**src/logic/lrr_pkg.sv**
```systemverilog
// Purpose: Shared constants and types for the logical unit reset message handler.
// Assumes: Messages move byte-serially, one byte per cycle with a last marker.
// Notes:   Both ends and the bench use these names.
package lrr_pkg;
	// ==========================================================
	// Message codes
	localparam logic [7:0] LRR_CLASS_CODE       = 8'h83;
	localparam logic [7:0] LRR_SUB_LUN_RESET    = 8'h35;
	localparam logic [7:0] LRR_SUB_RESPONSE     = 8'h03;
	localparam logic [7:0] LRR_SUB_COMMAND      = 8'h01;
	// ==========================================================
	// Return codes
	localparam logic [7:0] LRR_RC_SUCCESS       = 8'h00;
	localparam logic [7:0] LRR_RC_TASK_NOT_FOUND = 8'h01;
	localparam logic [7:0] LRR_RC_OVERLAPPED    = 8'h04;
	localparam logic [7:0] LRR_RC_NO_ALLEGIANCE = 8'h20;
	localparam logic [7:0] LRR_RC_INVALID       = 8'hff;
	// ==========================================================
	// Field layout
	localparam int         LRR_REQ_LEN          = 9;
	localparam int         LRR_RSP_LEN          = 5;
	localparam int         LRR_CMD_QCTL_BYTE    = 8;
	localparam logic [7:0] LRR_QCTL_UNTAGGED    = 8'h00;
	localparam logic [7:0] LRR_QCTL_SIMPLE      = 8'h01;
	localparam int         LRR_LUN_COUNT        = 8;
	localparam logic [7:0] LRR_ASC_POWER_ON     = 8'h29;
	// ==========================================================
	// Transport reset kinds
	typedef enum logic [2:0] {
		LRR_RST_NONE     = 3'h0,
		LRR_RST_LINK     = 3'h1,
		LRR_RST_TOTAL    = 3'h2,
		LRR_RST_ABSOLUTE = 3'h3,
		LRR_RST_POWER_ON = 3'h4,
		LRR_RST_LOCAL    = 3'h5
	} lrr_rst_kind_t;
endpackage

```
**src/logic/lrr_link_if.sv**
```systemverilog
// Purpose: Byte-serial link between initiator layer and target layer.
// Assumes: One clock; valid/ready handshake per byte in each direction.
// Notes:   Reply path id travels with each response on rsp_path.
`timescale 1ns/1ps
interface lrr_link_if;
	// Request stream, initiator to target
	logic        req_valid;
	logic        req_ready;
	logic [7:0]  req_data;
	logic        req_last;
	logic [31:0] req_path;
	// Response stream, target to initiator
	logic        rsp_valid;
	logic        rsp_ready;
	logic [7:0]  rsp_data;
	logic        rsp_last;
	logic [31:0] rsp_path;
	// Completion status and unit attention notices
	logic        status_valid;
	logic [15:0] status_tag;
	logic        attention;
	logic [7:0]  attention_sense;

	modport target (
		input  req_valid, req_data, req_last, req_path, rsp_ready,
		output req_ready, rsp_valid, rsp_data, rsp_last, rsp_path,
		output status_valid, status_tag, attention, attention_sense
	);
	modport initiator (
		output req_valid, req_data, req_last, req_path, rsp_ready,
		input  req_ready, rsp_valid, rsp_data, rsp_last, rsp_path,
		input  status_valid, status_tag, attention, attention_sense
	);
endinterface

```
**src/logic/lrr_target.sv**
```systemverilog
// Purpose: Target end: takes reset and command messages, resets the unit, replies.
// Assumes: Task store and mode store sit outside; this block steers them by pulses.
// Notes:   Commands are only screened for the queue control field here.
//
// Contract
// - Reset request: 83h, 35h, tag, path, unit
// - Abort all tasks of addressed unit only
// - Clear allegiance conditions on that unit
// - Release reservations held on that unit
// - Restore saved modes, else defaults
// - Leave transport tables and alerts alone
// - Flush requested data before aborting tasks
// - Completed status before reply, none after
// - Unit attention to all, power-on sense
// - Exactly one reply per reset request
// - Initiator sends one request per path
// - Initiator stops outbound data first
// - Initiator drops aborted commands on reply
// - Tag echoed to match reply
// - Reply on the path from request
// - Bad unit gives FFh, else 00h
// - Reply: 83h, 03h, tag, return code
// - Return code encoding per defined values
// - Reply acknowledges task management, bad commands
// - Link reset keeps state; others reinitialise
// - Every command tagged, untagged forbidden
`timescale 1ns/1ps
module lrr_target (
	// Clock and reset
	input  wire logic                 mclk_in,
	input  wire logic                 reset_n_in,
	// Unit side
	input  wire logic [7:0]           lun_attached_in,
	input  wire logic                 data_pending_in,
	input  wire logic                 task_done_in,
	input  wire logic [15:0]          task_done_tag_in,
	input  wire logic [7:0]           task_done_lun_in,
	input  wire lrr_pkg::lrr_rst_kind_t transport_reset_in,
	output logic                      flush_out,
	output logic                      abort_out,
	output logic                      clear_allegiance_out,
	output logic                      release_reservation_out,
	output logic                      restore_modes_out,
	output logic [7:0]                unit_out,
	output logic                      reinit_out,
	output logic                      command_out,
	// Link
	lrr_link_if.target                link
);
	// ==========================================================
	// State
	typedef enum logic [2:0] {
		LRR_T_RECV  = 3'b000,
		LRR_T_CHECK = 3'b001,
		LRR_T_FLUSH = 3'b011,
		LRR_T_RESET = 3'b010,
		LRR_T_REPLY = 3'b110
	} lrr_t_state_t;

	lrr_t_state_t state_reg, state_next;
	logic [3:0]   idx_reg, idx_next;
	logic [7:0]   sub_reg, sub_next;
	logic [15:0]  tag_reg, tag_next;
	logic [31:0]  path_reg, path_next;
	logic [7:0]   lun_reg, lun_next;
	logic [7:0]   qctl_reg, qctl_next;
	logic [7:0]   rc_reg, rc_next;
	logic         blk_reg, blk_next;
	logic [6:0]   pulse_reg, pulse_next;
	logic         stat_v_reg, stat_v_next;
	logic [15:0]  stat_tag_reg, stat_tag_next;
	logic         att_reg, att_next;
	logic         reinit_req;
	logic [7:0]   rsp_byte;

	// Unit index must name an attached unit inside the supported range
	function automatic logic lun_ok(input logic [7:0] lun, input logic [7:0] att);
		lun_ok = (lun < 8'(lrr_pkg::LRR_LUN_COUNT)) && att[lun[2:0]];
	endfunction

	// Link reset is ignored; every other kind rebuilds the layer
	assign reinit_req = (transport_reset_in != lrr_pkg::LRR_RST_NONE) &&
	                    (transport_reset_in != lrr_pkg::LRR_RST_LINK);

	// Response bytes
	always_comb begin
		unique case (idx_reg)
			4'h0: rsp_byte = lrr_pkg::LRR_CLASS_CODE;
			4'h1: rsp_byte = lrr_pkg::LRR_SUB_RESPONSE;
			4'h2: rsp_byte = tag_reg[15:8];
			4'h3: rsp_byte = tag_reg[7:0];
			default: rsp_byte = rc_reg;
		endcase
	end

	// Next-state of the message engine
	always_comb begin
		state_next    = state_reg;
		idx_next      = idx_reg;
		sub_next      = sub_reg;
		tag_next      = tag_reg;
		path_next     = path_reg;
		lun_next      = lun_reg;
		qctl_next     = qctl_reg;
		rc_next       = rc_reg;
		blk_next      = blk_reg;
		pulse_next    = 7'h00;
		att_next      = att_reg;
		// Completed tasks report until the reply has gone, then aborted ones stay quiet
		stat_v_next   = task_done_in && !(blk_reg && task_done_lun_in == lun_reg);
		stat_tag_next = task_done_tag_in;
		unique case (state_reg)
			LRR_T_RECV: begin
				if (link.req_valid) begin
					idx_next = idx_reg + 4'h1;
					unique case (idx_reg)
						4'h1: sub_next = link.req_data;
						4'h2: tag_next[15:8] = link.req_data;
						4'h3: tag_next[7:0] = link.req_data;
						4'h4: path_next[31:24] = link.req_data;
						4'h5: path_next[23:16] = link.req_data;
						4'h6: path_next[15:8] = link.req_data;
						4'h7: path_next[7:0] = link.req_data;
						4'h8: begin
							lun_next  = link.req_data;
							qctl_next = link.req_data;
						end
						default: ;
					endcase
					if (link.req_last) begin
						state_next = LRR_T_CHECK;
						idx_next   = 4'h0;
					end
				end
			end
			LRR_T_CHECK: begin
				if (sub_reg == lrr_pkg::LRR_SUB_LUN_RESET) begin
					if (lun_ok(lun_reg, lun_attached_in)) begin
						rc_next    = lrr_pkg::LRR_RC_SUCCESS;
						state_next = LRR_T_FLUSH;
					end else begin
						rc_next    = lrr_pkg::LRR_RC_INVALID;
						state_next = LRR_T_REPLY;
					end
				end else if (sub_reg == lrr_pkg::LRR_SUB_COMMAND &&
				             qctl_reg == lrr_pkg::LRR_QCTL_UNTAGGED) begin
					rc_next    = lrr_pkg::LRR_RC_INVALID;
					state_next = LRR_T_REPLY;
				end else begin
					pulse_next[6] = (sub_reg == lrr_pkg::LRR_SUB_COMMAND);
					state_next    = LRR_T_RECV;
				end
			end
			LRR_T_FLUSH: begin
				pulse_next[0] = 1'b1;
				if (!data_pending_in) begin
					state_next = LRR_T_RESET;
				end
			end
			LRR_T_RESET: begin
				// Only the addressed unit is touched; transport state is not ours
				pulse_next[4:1] = 4'hf;
				att_next        = 1'b1;
				state_next      = LRR_T_REPLY;
			end
			LRR_T_REPLY: begin
				if (link.rsp_ready) begin
					if (idx_reg == 4'(lrr_pkg::LRR_RSP_LEN - 1)) begin
						state_next = LRR_T_RECV;
						idx_next   = 4'h0;
						blk_next   = (rc_reg == lrr_pkg::LRR_RC_SUCCESS) &&
						             (sub_reg == lrr_pkg::LRR_SUB_LUN_RESET);
					end else begin
						idx_next = idx_reg + 4'h1;
					end
				end
			end
			default: state_next = LRR_T_RECV;
		endcase
		if (reinit_req) begin
			pulse_next[5] = 1'b1;
			att_next      = 1'b1;
		end
	end

	// Registers; a reinitialising transport reset also drops the message engine
	always_ff @(posedge mclk_in) begin
		if (!reset_n_in || reinit_req) begin
			state_reg <= LRR_T_RECV;
			idx_reg   <= 4'h0;
			sub_reg   <= 8'h00;
			tag_reg   <= 16'h0000;
			path_reg  <= 32'h0000_0000;
			lun_reg   <= 8'h00;
			qctl_reg  <= 8'h00;
			rc_reg    <= 8'h00;
			blk_reg   <= 1'b0;
		end else begin
			state_reg <= state_next;
			idx_reg   <= idx_next;
			sub_reg   <= sub_next;
			tag_reg   <= tag_next;
			path_reg  <= path_next;
			lun_reg   <= lun_next;
			qctl_reg  <= qctl_next;
			rc_reg    <= rc_next;
			blk_reg   <= blk_next;
		end
	end

	// Pulses, status and attention
	always_ff @(posedge mclk_in) begin
		if (!reset_n_in) begin
			pulse_reg    <= 7'h00;
			stat_v_reg   <= 1'b0;
			stat_tag_reg <= 16'h0000;
			att_reg      <= 1'b0;
		end else begin
			pulse_reg    <= pulse_next;
			stat_v_reg   <= stat_v_next;
			stat_tag_reg <= stat_tag_next;
			att_reg      <= att_next;
		end
	end

	// Outputs
	assign flush_out               = pulse_reg[0];
	assign abort_out               = pulse_reg[1];
	assign clear_allegiance_out    = pulse_reg[2];
	assign release_reservation_out = pulse_reg[3];
	assign restore_modes_out       = pulse_reg[4];
	assign reinit_out              = pulse_reg[5];
	assign command_out             = pulse_reg[6];
	assign unit_out                = lun_reg;
	assign link.req_ready          = (state_reg == LRR_T_RECV);
	assign link.rsp_valid          = (state_reg == LRR_T_REPLY);
	assign link.rsp_data           = rsp_byte;
	assign link.rsp_last           = (idx_reg == 4'(lrr_pkg::LRR_RSP_LEN - 1));
	assign link.rsp_path           = path_reg;
	assign link.status_valid       = stat_v_reg;
	assign link.status_tag         = stat_tag_reg;
	assign link.attention          = att_reg;
	assign link.attention_sense    = lrr_pkg::LRR_ASC_POWER_ON;
endmodule

```
**src/flat_wrapper.sv**
```systemverilog
// flat-port wrapper written by rule: the top's interface ports become plain ports
module lrr_target_flat 
  (mclk_in, reset_n_in, lun_attached_in, data_pending_in, task_done_in, task_done_tag_in, task_done_lun_in, transport_reset_in, flush_out, abort_out, clear_allegiance_out, release_reservation_out, restore_modes_out, unit_out, reinit_out, command_out, link_req_valid, link_req_data, link_req_last, link_req_path, link_rsp_ready, link_req_ready, link_rsp_valid, link_rsp_data, link_rsp_last, link_rsp_path, link_status_valid, link_status_tag, link_attention, link_attention_sense);
  lrr_link_if link_i ();
  input  wire logic mclk_in;
  input  wire logic reset_n_in;
  input  wire logic [7:0] lun_attached_in;
  input  wire logic data_pending_in;
  input  wire logic task_done_in;
  input  wire logic [15:0] task_done_tag_in;
  input  wire logic [7:0] task_done_lun_in;
  input  wire lrr_pkg::lrr_rst_kind_t transport_reset_in;
  output logic flush_out;
  output logic abort_out;
  output logic clear_allegiance_out;
  output logic release_reservation_out;
  output logic restore_modes_out;
  output logic [7:0] unit_out;
  output logic reinit_out;
  output logic command_out;
  input wire logic [$bits(link_i.req_valid)-1:0] link_req_valid;
  input wire logic [$bits(link_i.req_data)-1:0] link_req_data;
  input wire logic [$bits(link_i.req_last)-1:0] link_req_last;
  input wire logic [$bits(link_i.req_path)-1:0] link_req_path;
  input wire logic [$bits(link_i.rsp_ready)-1:0] link_rsp_ready;
  output wire logic [$bits(link_i.req_ready)-1:0] link_req_ready;
  output wire logic [$bits(link_i.rsp_valid)-1:0] link_rsp_valid;
  output wire logic [$bits(link_i.rsp_data)-1:0] link_rsp_data;
  output wire logic [$bits(link_i.rsp_last)-1:0] link_rsp_last;
  output wire logic [$bits(link_i.rsp_path)-1:0] link_rsp_path;
  output wire logic [$bits(link_i.status_valid)-1:0] link_status_valid;
  output wire logic [$bits(link_i.status_tag)-1:0] link_status_tag;
  output wire logic [$bits(link_i.attention)-1:0] link_attention;
  output wire logic [$bits(link_i.attention_sense)-1:0] link_attention_sense;
  assign link_i.req_valid = link_req_valid;
  assign link_i.req_data = link_req_data;
  assign link_i.req_last = link_req_last;
  assign link_i.req_path = link_req_path;
  assign link_i.rsp_ready = link_rsp_ready;
  assign link_req_ready = link_i.req_ready;
  assign link_rsp_valid = link_i.rsp_valid;
  assign link_rsp_data = link_i.rsp_data;
  assign link_rsp_last = link_i.rsp_last;
  assign link_rsp_path = link_i.rsp_path;
  assign link_status_valid = link_i.status_valid;
  assign link_status_tag = link_i.status_tag;
  assign link_attention = link_i.attention;
  assign link_attention_sense = link_i.attention_sense;
  lrr_target u_core (.mclk_in(mclk_in), .reset_n_in(reset_n_in), .lun_attached_in(lun_attached_in), .data_pending_in(data_pending_in), .task_done_in(task_done_in), .task_done_tag_in(task_done_tag_in), .task_done_lun_in(task_done_lun_in), .transport_reset_in(transport_reset_in), .flush_out(flush_out), .abort_out(abort_out), .clear_allegiance_out(clear_allegiance_out), .release_reservation_out(release_reservation_out), .restore_modes_out(restore_modes_out), .unit_out(unit_out), .reinit_out(reinit_out), .command_out(command_out), .link(link_i));
endmodule
```
**config.mk**
```make
export PLATFORM = sky130hd
export DESIGN_NAME = lrr_target_flat
export DESIGN_NICKNAME = d
export VERILOG_FILES = /design/src/logic/lrr_pkg.sv /design/src/logic/lrr_link_if.sv /design/src/logic/lrr_target.sv /design/src/flat_wrapper.sv
export SDC_FILE = /design/constraint.sdc
export NUM_CORES = 1
export LEC_CHECK = 0
export BUFFER_PORTS_ARGS = -buffer_cell sky130_fd_sc_hd__buf_2
export CORE_MARGIN = 2
export CORE_UTILIZATION = 43
export DETAILED_ROUTE_END_ITERATION = 12
export PLACE_DENSITY = 0.76
export SETUP_SLACK_MARGIN = 0.3
export SYNTH_ARGS = -nofsm -noshare
export SYNTH_HDL_FRONTEND = slang
export SYNTH_SLANG_ARGS = --single-unit
```
**constraint.sdc**
```tcl
create_clock -name mclk_in -period 1.5 [get_ports mclk_in]
set_input_delay 0.15 -clock mclk_in [delete_from_list [all_inputs] [get_ports mclk_in]]
set_output_delay 0.15 -clock mclk_in [all_outputs]
set_load 0.1 [all_outputs]
```
-- Word-level counts from Yosys, hierarchy flattened
Index checks and enable logic that the tools add are counted.
- flip-flop bits (word level): 105
- logic and storage cells: 98
- output and inout bits: 84
- equality and inequality tests: 21
- muxes and demuxes: 25
- bitwise gates (word level): 2
- reduce and logical (&&, ||, !) cells: 30
- $lt $le $gt $ge: 2
- add/sub/neg operators: 1
- operators with widths (kind ; number):
    $pmux 8 s4 ; 1
    $reduce_and 3->1 ; 10
    $mux 3 ; 8
    $mux 8 ; 3
    $mux 4 ; 5
    $eq 4x3->1 const B ; 4
    $logic_not 8->1 ; 2
    $pmux 3 s5 ; 1
    $eq 4x2->1 const B ; 2
    $eq 8x1->1 const B ; 1
    $eq 8x6->1 const B ; 1
    $eq 8x8->1 ; 1
    $lt 8x4->1 const B ; 1
    $ne 2x2->1 const B ; 4
    $pmux 4 s2 ; 1
    $eq 3x2->1 const B ; 2
    $logic_and 1x1->1 ; 6
    $reduce_bool 2->1 ; 3
    $mux 1 ; 5
    $reduce_and 5->1 ; 1
    $add 4x1->4 const B ; 1
    $eq 4x1->1 const B ; 1
    $eq 4x4->1 const B ; 1
    $logic_not 4->1 ; 1
    other kinds (13) ; 15

-- Longest topological paths before layout
- word-level depth: 6
- depth in mapped cells: 7
- depth with buffers taken out: 7

-- Worst setup path after synthesis
OpenSTA, ideal clock, no wires.
- path kind: reg2out
- from: register u_core.idx_reg[0]
- to: output link_rsp_data[4]
- cell stages (with the launch flop): 6
- arrival time: 2.704 ns
- setup slack: -1.354 ns
- path buffers: 2
- cells stage by stage: dfxtp_1 ha_1 clkbuf_1 clkbuf_1 a22oi_1 a21oi_1
- word-level cells in the longest chain between the ends: 2
- RTL lines (what ; line ; RTL):
    start, declared ; lrr_target.sv:61 ; logic [3:0] idx_reg, idx_next;
    start signal, assigned ; lrr_target.sv:200 ; idx_reg <= idx_next;
    $eq 4x2->1 (tied with other cells) ; lrr_target.sv:87 ; unique case (idx_reg)
    $pmux 8 s4 (*) ; lrr_target.sv:87 ;
    end, declared ; flat_wrapper.sv:28 ; output wire logic [$bits(link_i.rsp_data)-1:0] link_rsp_data;
Mark *: on every way between the ends. The rest lies on a longest branch, timed or not.

-- Final worst setup path
- from: register u_core.lun_reg[5], in the netlist u_core.unit_out[5]
- to: register u_core.state_reg[0]
- word-level cells in the longest chain between the ends: 5
- RTL lines (what ; line ; RTL):
    start, declared ; lrr_target.sv:65 ; logic [7:0] lun_reg, lun_next;
    start signal, assigned ; lrr_target.sv:204 ; lun_reg <= lun_next;
    $lt 8x4->1 ; lrr_target.sv:78 ; lun_ok = (lun < 8'(lrr_pkg::LRR_LUN_COUNT)) && att[lun[2:0]];
    $logic_and 1x1->1 ; lrr_target.sv:78 ;
    $mux 3 ; lrr_target.sv:138 ; if (lun_ok(lun_reg, lun_attached_in)) begin
    $mux 3 ; lrr_target.sv:137 ; if (sub_reg == lrr_pkg::LRR_SUB_LUN_RESET) begin
    $pmux 3 s5 ; lrr_target.sv:112 ; unique case (state_reg)
    end signal, assigned ; lrr_target.sv:199 ; state_reg <= state_next;
    end, declared ; lrr_target.sv:60 ; lrr_t_state_t state_reg, state_next;
No other way between the ends.
A chain may end at the register's enable or synchronous reset.

==> flow_summary_export.csv <==
group,metric,value,unit
global_routing,track_usage,0.289,
timing,period_minus_slack,1.92,ns
power,power.density,661,nW/um2
floorplan,die_area,9980,um2
synth,synthCells,468,
clock_tree,cts_tree,"done",
clock_tree,cts_sinks,95,
placed_design,gp_congestion,0.803,
finish,drive_gt1_frac,0.700,
placed_design,pre_cts_ws,-0.135,ns
global_routing,grt_pass1_wl,22700,um
finish,layout.cells.most_common,"dfxtp_1",
synth,synthFlopType,"dfxtp_1",
detailed_routing,firstDrtPassIters,5,
timing,finalSetupViolations,84,
placed_design,dp_hpwl,7800,um
timing,slew_viol_final,0,
synth,synth_edf_count,0,
worst_hold_path,worst_hold_path_type,"in -> reg",
clock_tree,root_buffer,"clkbuf_8",
power,p_leak,0.00278,uW
detailed_routing,highest_layer,"met4",
setup_path,rrSetupSlack,-0.42,ns
setup_path,arrival,2.24,ns
global_routing,grt_overflow,0,
clock_tree,h-tree-depth,3,
power,switching_share,0.326,
placed_design,port_buffers,124,
synth,synth_top_area_share,0.481,
timing,clock_skew,0.0236,ns
detailed_routing,wl,20100,um
power,internal-power,3540,uW
clock_tree,numCtsBuffers,9,
setup_path,end_kind,"flip-flop",
detailed_routing,num_vias,4738,
detailed_routing,wire_per_inst,25.7,um
outcome,failed_checks,"setup timing",
synth,postSynthAreaPerCell,8.45,um2
global_routing,grt_pass1_vias,4414,
power,p_switching,1720,uW
floorplan,die_w,99.9,um
floorplan,fp.dieH,99.9,um
power,seqPwrFrac,0.484,
power,pwr-share-comb,0.158,
timing,finalCritPeriodShare,1.28,
synth,syn_area,3960,um2
job,drv_cap,0,
synth,synth.area.top_cells,"dfxtp_1 48%, a21oi_1 8.2%, nand3_1 7.6%, nand2_1 6.7%, buf_4 3.0%",
synth,yosysWarningCount,0,
floorplan,core,9060,um2
setup_path,r2r_end,"u_core.state_reg[0]",
finish,finalNetCount,750,
global_routing,antenna_found_initial,1,
timing,hold_viol_final,0,
detailed_routing,drc,0,
timing,maxSlewHeadroom,0.554,
detailed_routing,drt_iter0_drc,347,
power,peakVddDrop,0.639,mV
detailed_routing,wl_met1,6900,um
synth,yosys.area.top_type,"dfxtp_1",
setup_path,cp.required,1.82,ns
floorplan,io_pins,166,
detailed_routing,dr_wl_met2,10200,um
floorplan,start_util,0.436,
power,total_power,5260,uW
clock_tree,clkLatencyLatePin,0.38,ns
power,power_frac_clock,0.358,
detailed_routing,wl_met3,1610,um
finish,final_cell_mix,"61 x dfxtp_1, 56 x buf_4, 51 x a21oi_2",
outcome,status,"finished with violations",
timing,rsz0062_at_grt,"yes",
finish,syn2layout_area_growth,101,%
clock_tree,clkTransAtPathRegs,0.11,ns
setup_path,cp_max_fo,2,
finish,largest_register_ffs,32,
synth,ys_async_sr_fraction,0,
timing,finalWorstSetupSlack,-0.422,ns
synth,ys_ff_latch,95,
setup_path,crit_end,"u_core.state_reg[0]",
global_routing,grt_max_degree,42,
setup_path,startpoint,"u_core.unit_out[5]",
detailed_routing,vias_per_cell,6.07,
floorplan,rows,35,
clock_tree,cts_max_path_buffers,2,
timing,tightestPinTransition,0.670,ns
setup_path,crit_path_start_kind,"flip-flop",
synth,yosysSeqAreaShare,0.481,
detailed_routing,ant_nets,0,
setup_path,rr_startpoint,"u_core.unit_out[5]",
synth,yosysUniqueCellTypes,50,
setup_path,setup.worst_path.class,"reg -> reg",
timing,tns,-23.38,ns
setup_path,r2r_cells,5,
timing,fmax,520,MHz
worst max-delay path, stage by stage (launching register included):
cell and delay, ns:
dfxtp_4 0.36, or4_4 0.55, a311oi_2 0.32, o2111ai_2 0.22, nor2_1 0.25, o21a_1 0.15
synth_stat cells, types with 4 or more instances:
master     n
a21oi_1   65
a22oi_1    9
and2_1    17
buf_2      4
buf_4     16
clkbuf_1  27
dfxtp_1   95
ha_1       4
inv_1      4
mux2i_1   10
nand2_1   71
nand3_1   60
nor2_1    22
nor4_1     8
xnor2_1    6
xor2_1     5
per-stage QoR:
stage | hold WS (ns) | cell area [um2] | utilization | std cells
finish | 0.00525 | 7960 | 0.878 | 781
global route | 0.00460 | 7960 | 0.878 | 781
CTS | 0.00771 | 6920 | 0.763 | 770
detailed placement | 0.360 | 5310 | 0.585 | 704
global placement | 0.360 | 5310 | 0.585 | 704
floorplan | 0.275 | 4300 | - | 474
kinds of logic (layout without fill, tap and decap cells):
| family | after synthesis | count (layout) | synth area share |
|---|---|---|---|
| AO/OA/AOI/OAI | 91 | 91 | 0.134 |
| AND/OR/NAND/NOR | 201 | 201 | 0.247 |
| adder cells (fa/ha/maj) | 4 | 4 | 0.0127 |
| multiplexers | 11 | 11 | 0.0310 |
| flip-flops | 95 | 95 | 0.481 |
| buffers and inverters | 53 | 248 | 0.0686 |
| XOR/XNOR | 11 | 11 | 0.0244 |
| other | 2 | 9 | 0.00190 |
layout make-up:
cell class              count  area [um2]
multi-input cells         326        3100
repair buffers            228        2520
flip-flops and latches     95        1970
diodes                      1        2.50
clock inverters             6        62.6
inverters                   4        17.5
clock buffers              10         149
fillers                   355        1100
well taps                 111         139
power groups by stage:
stage | combinational (uW) | clock, uW | sequential (uW)
finish | 832 | 1880 | 2540
floorplan | 259 | 0 | 2810
global route | 853 | 1970 | 2550
detailed placement | 595 | 0 | 2610
global placement | 589 | 0 | 2610
CTS | 735 | 1800 | 2550
worst min-delay path by stage:
stage | cells past startpoint | to | slack, ns | from
2_1_floorplan | 2 | u_core.link.status_valid | 0.28 | task_done_in
3_3_place_gp | 2 | u_core.link.status_tag[9] | 0.36 | task_done_tag_in[9]
3_5_place_dp | 2 | u_core.link.status_tag[15] | 0.36 | task_done_tag_in[15]
4_1_cts | 2 | u_core.link.status_tag[9] | 0.008 | task_done_tag_in[9]
5_1_grt | 2 | u_core.link.attention | 0.005 | transport_reset_in[2]
6_report | 2 | u_core.link.attention | 0.005 | transport_reset_in[2]
timing repair:
item / in CTS / in global routing
cloned: 7 / 0
hold buffers: 14 / 1
setup endpoints to repair: 152 / 126
buffers inserted: 29 / 9
pin swaps: 54 / 96
resized for setup: 219 / 233
endpoints found under the hold margin: 14 / 1
layer usage:
layer / vias to the layer above / track usage
met3: 108 / 0.0662
met1: 2295 / 0.345
li1: 1988 / -
met4: 0 / 0.125
met5: - / 0
met2: 347 / 0.500
Note: power is estimated with default switching activity, not from simulation.
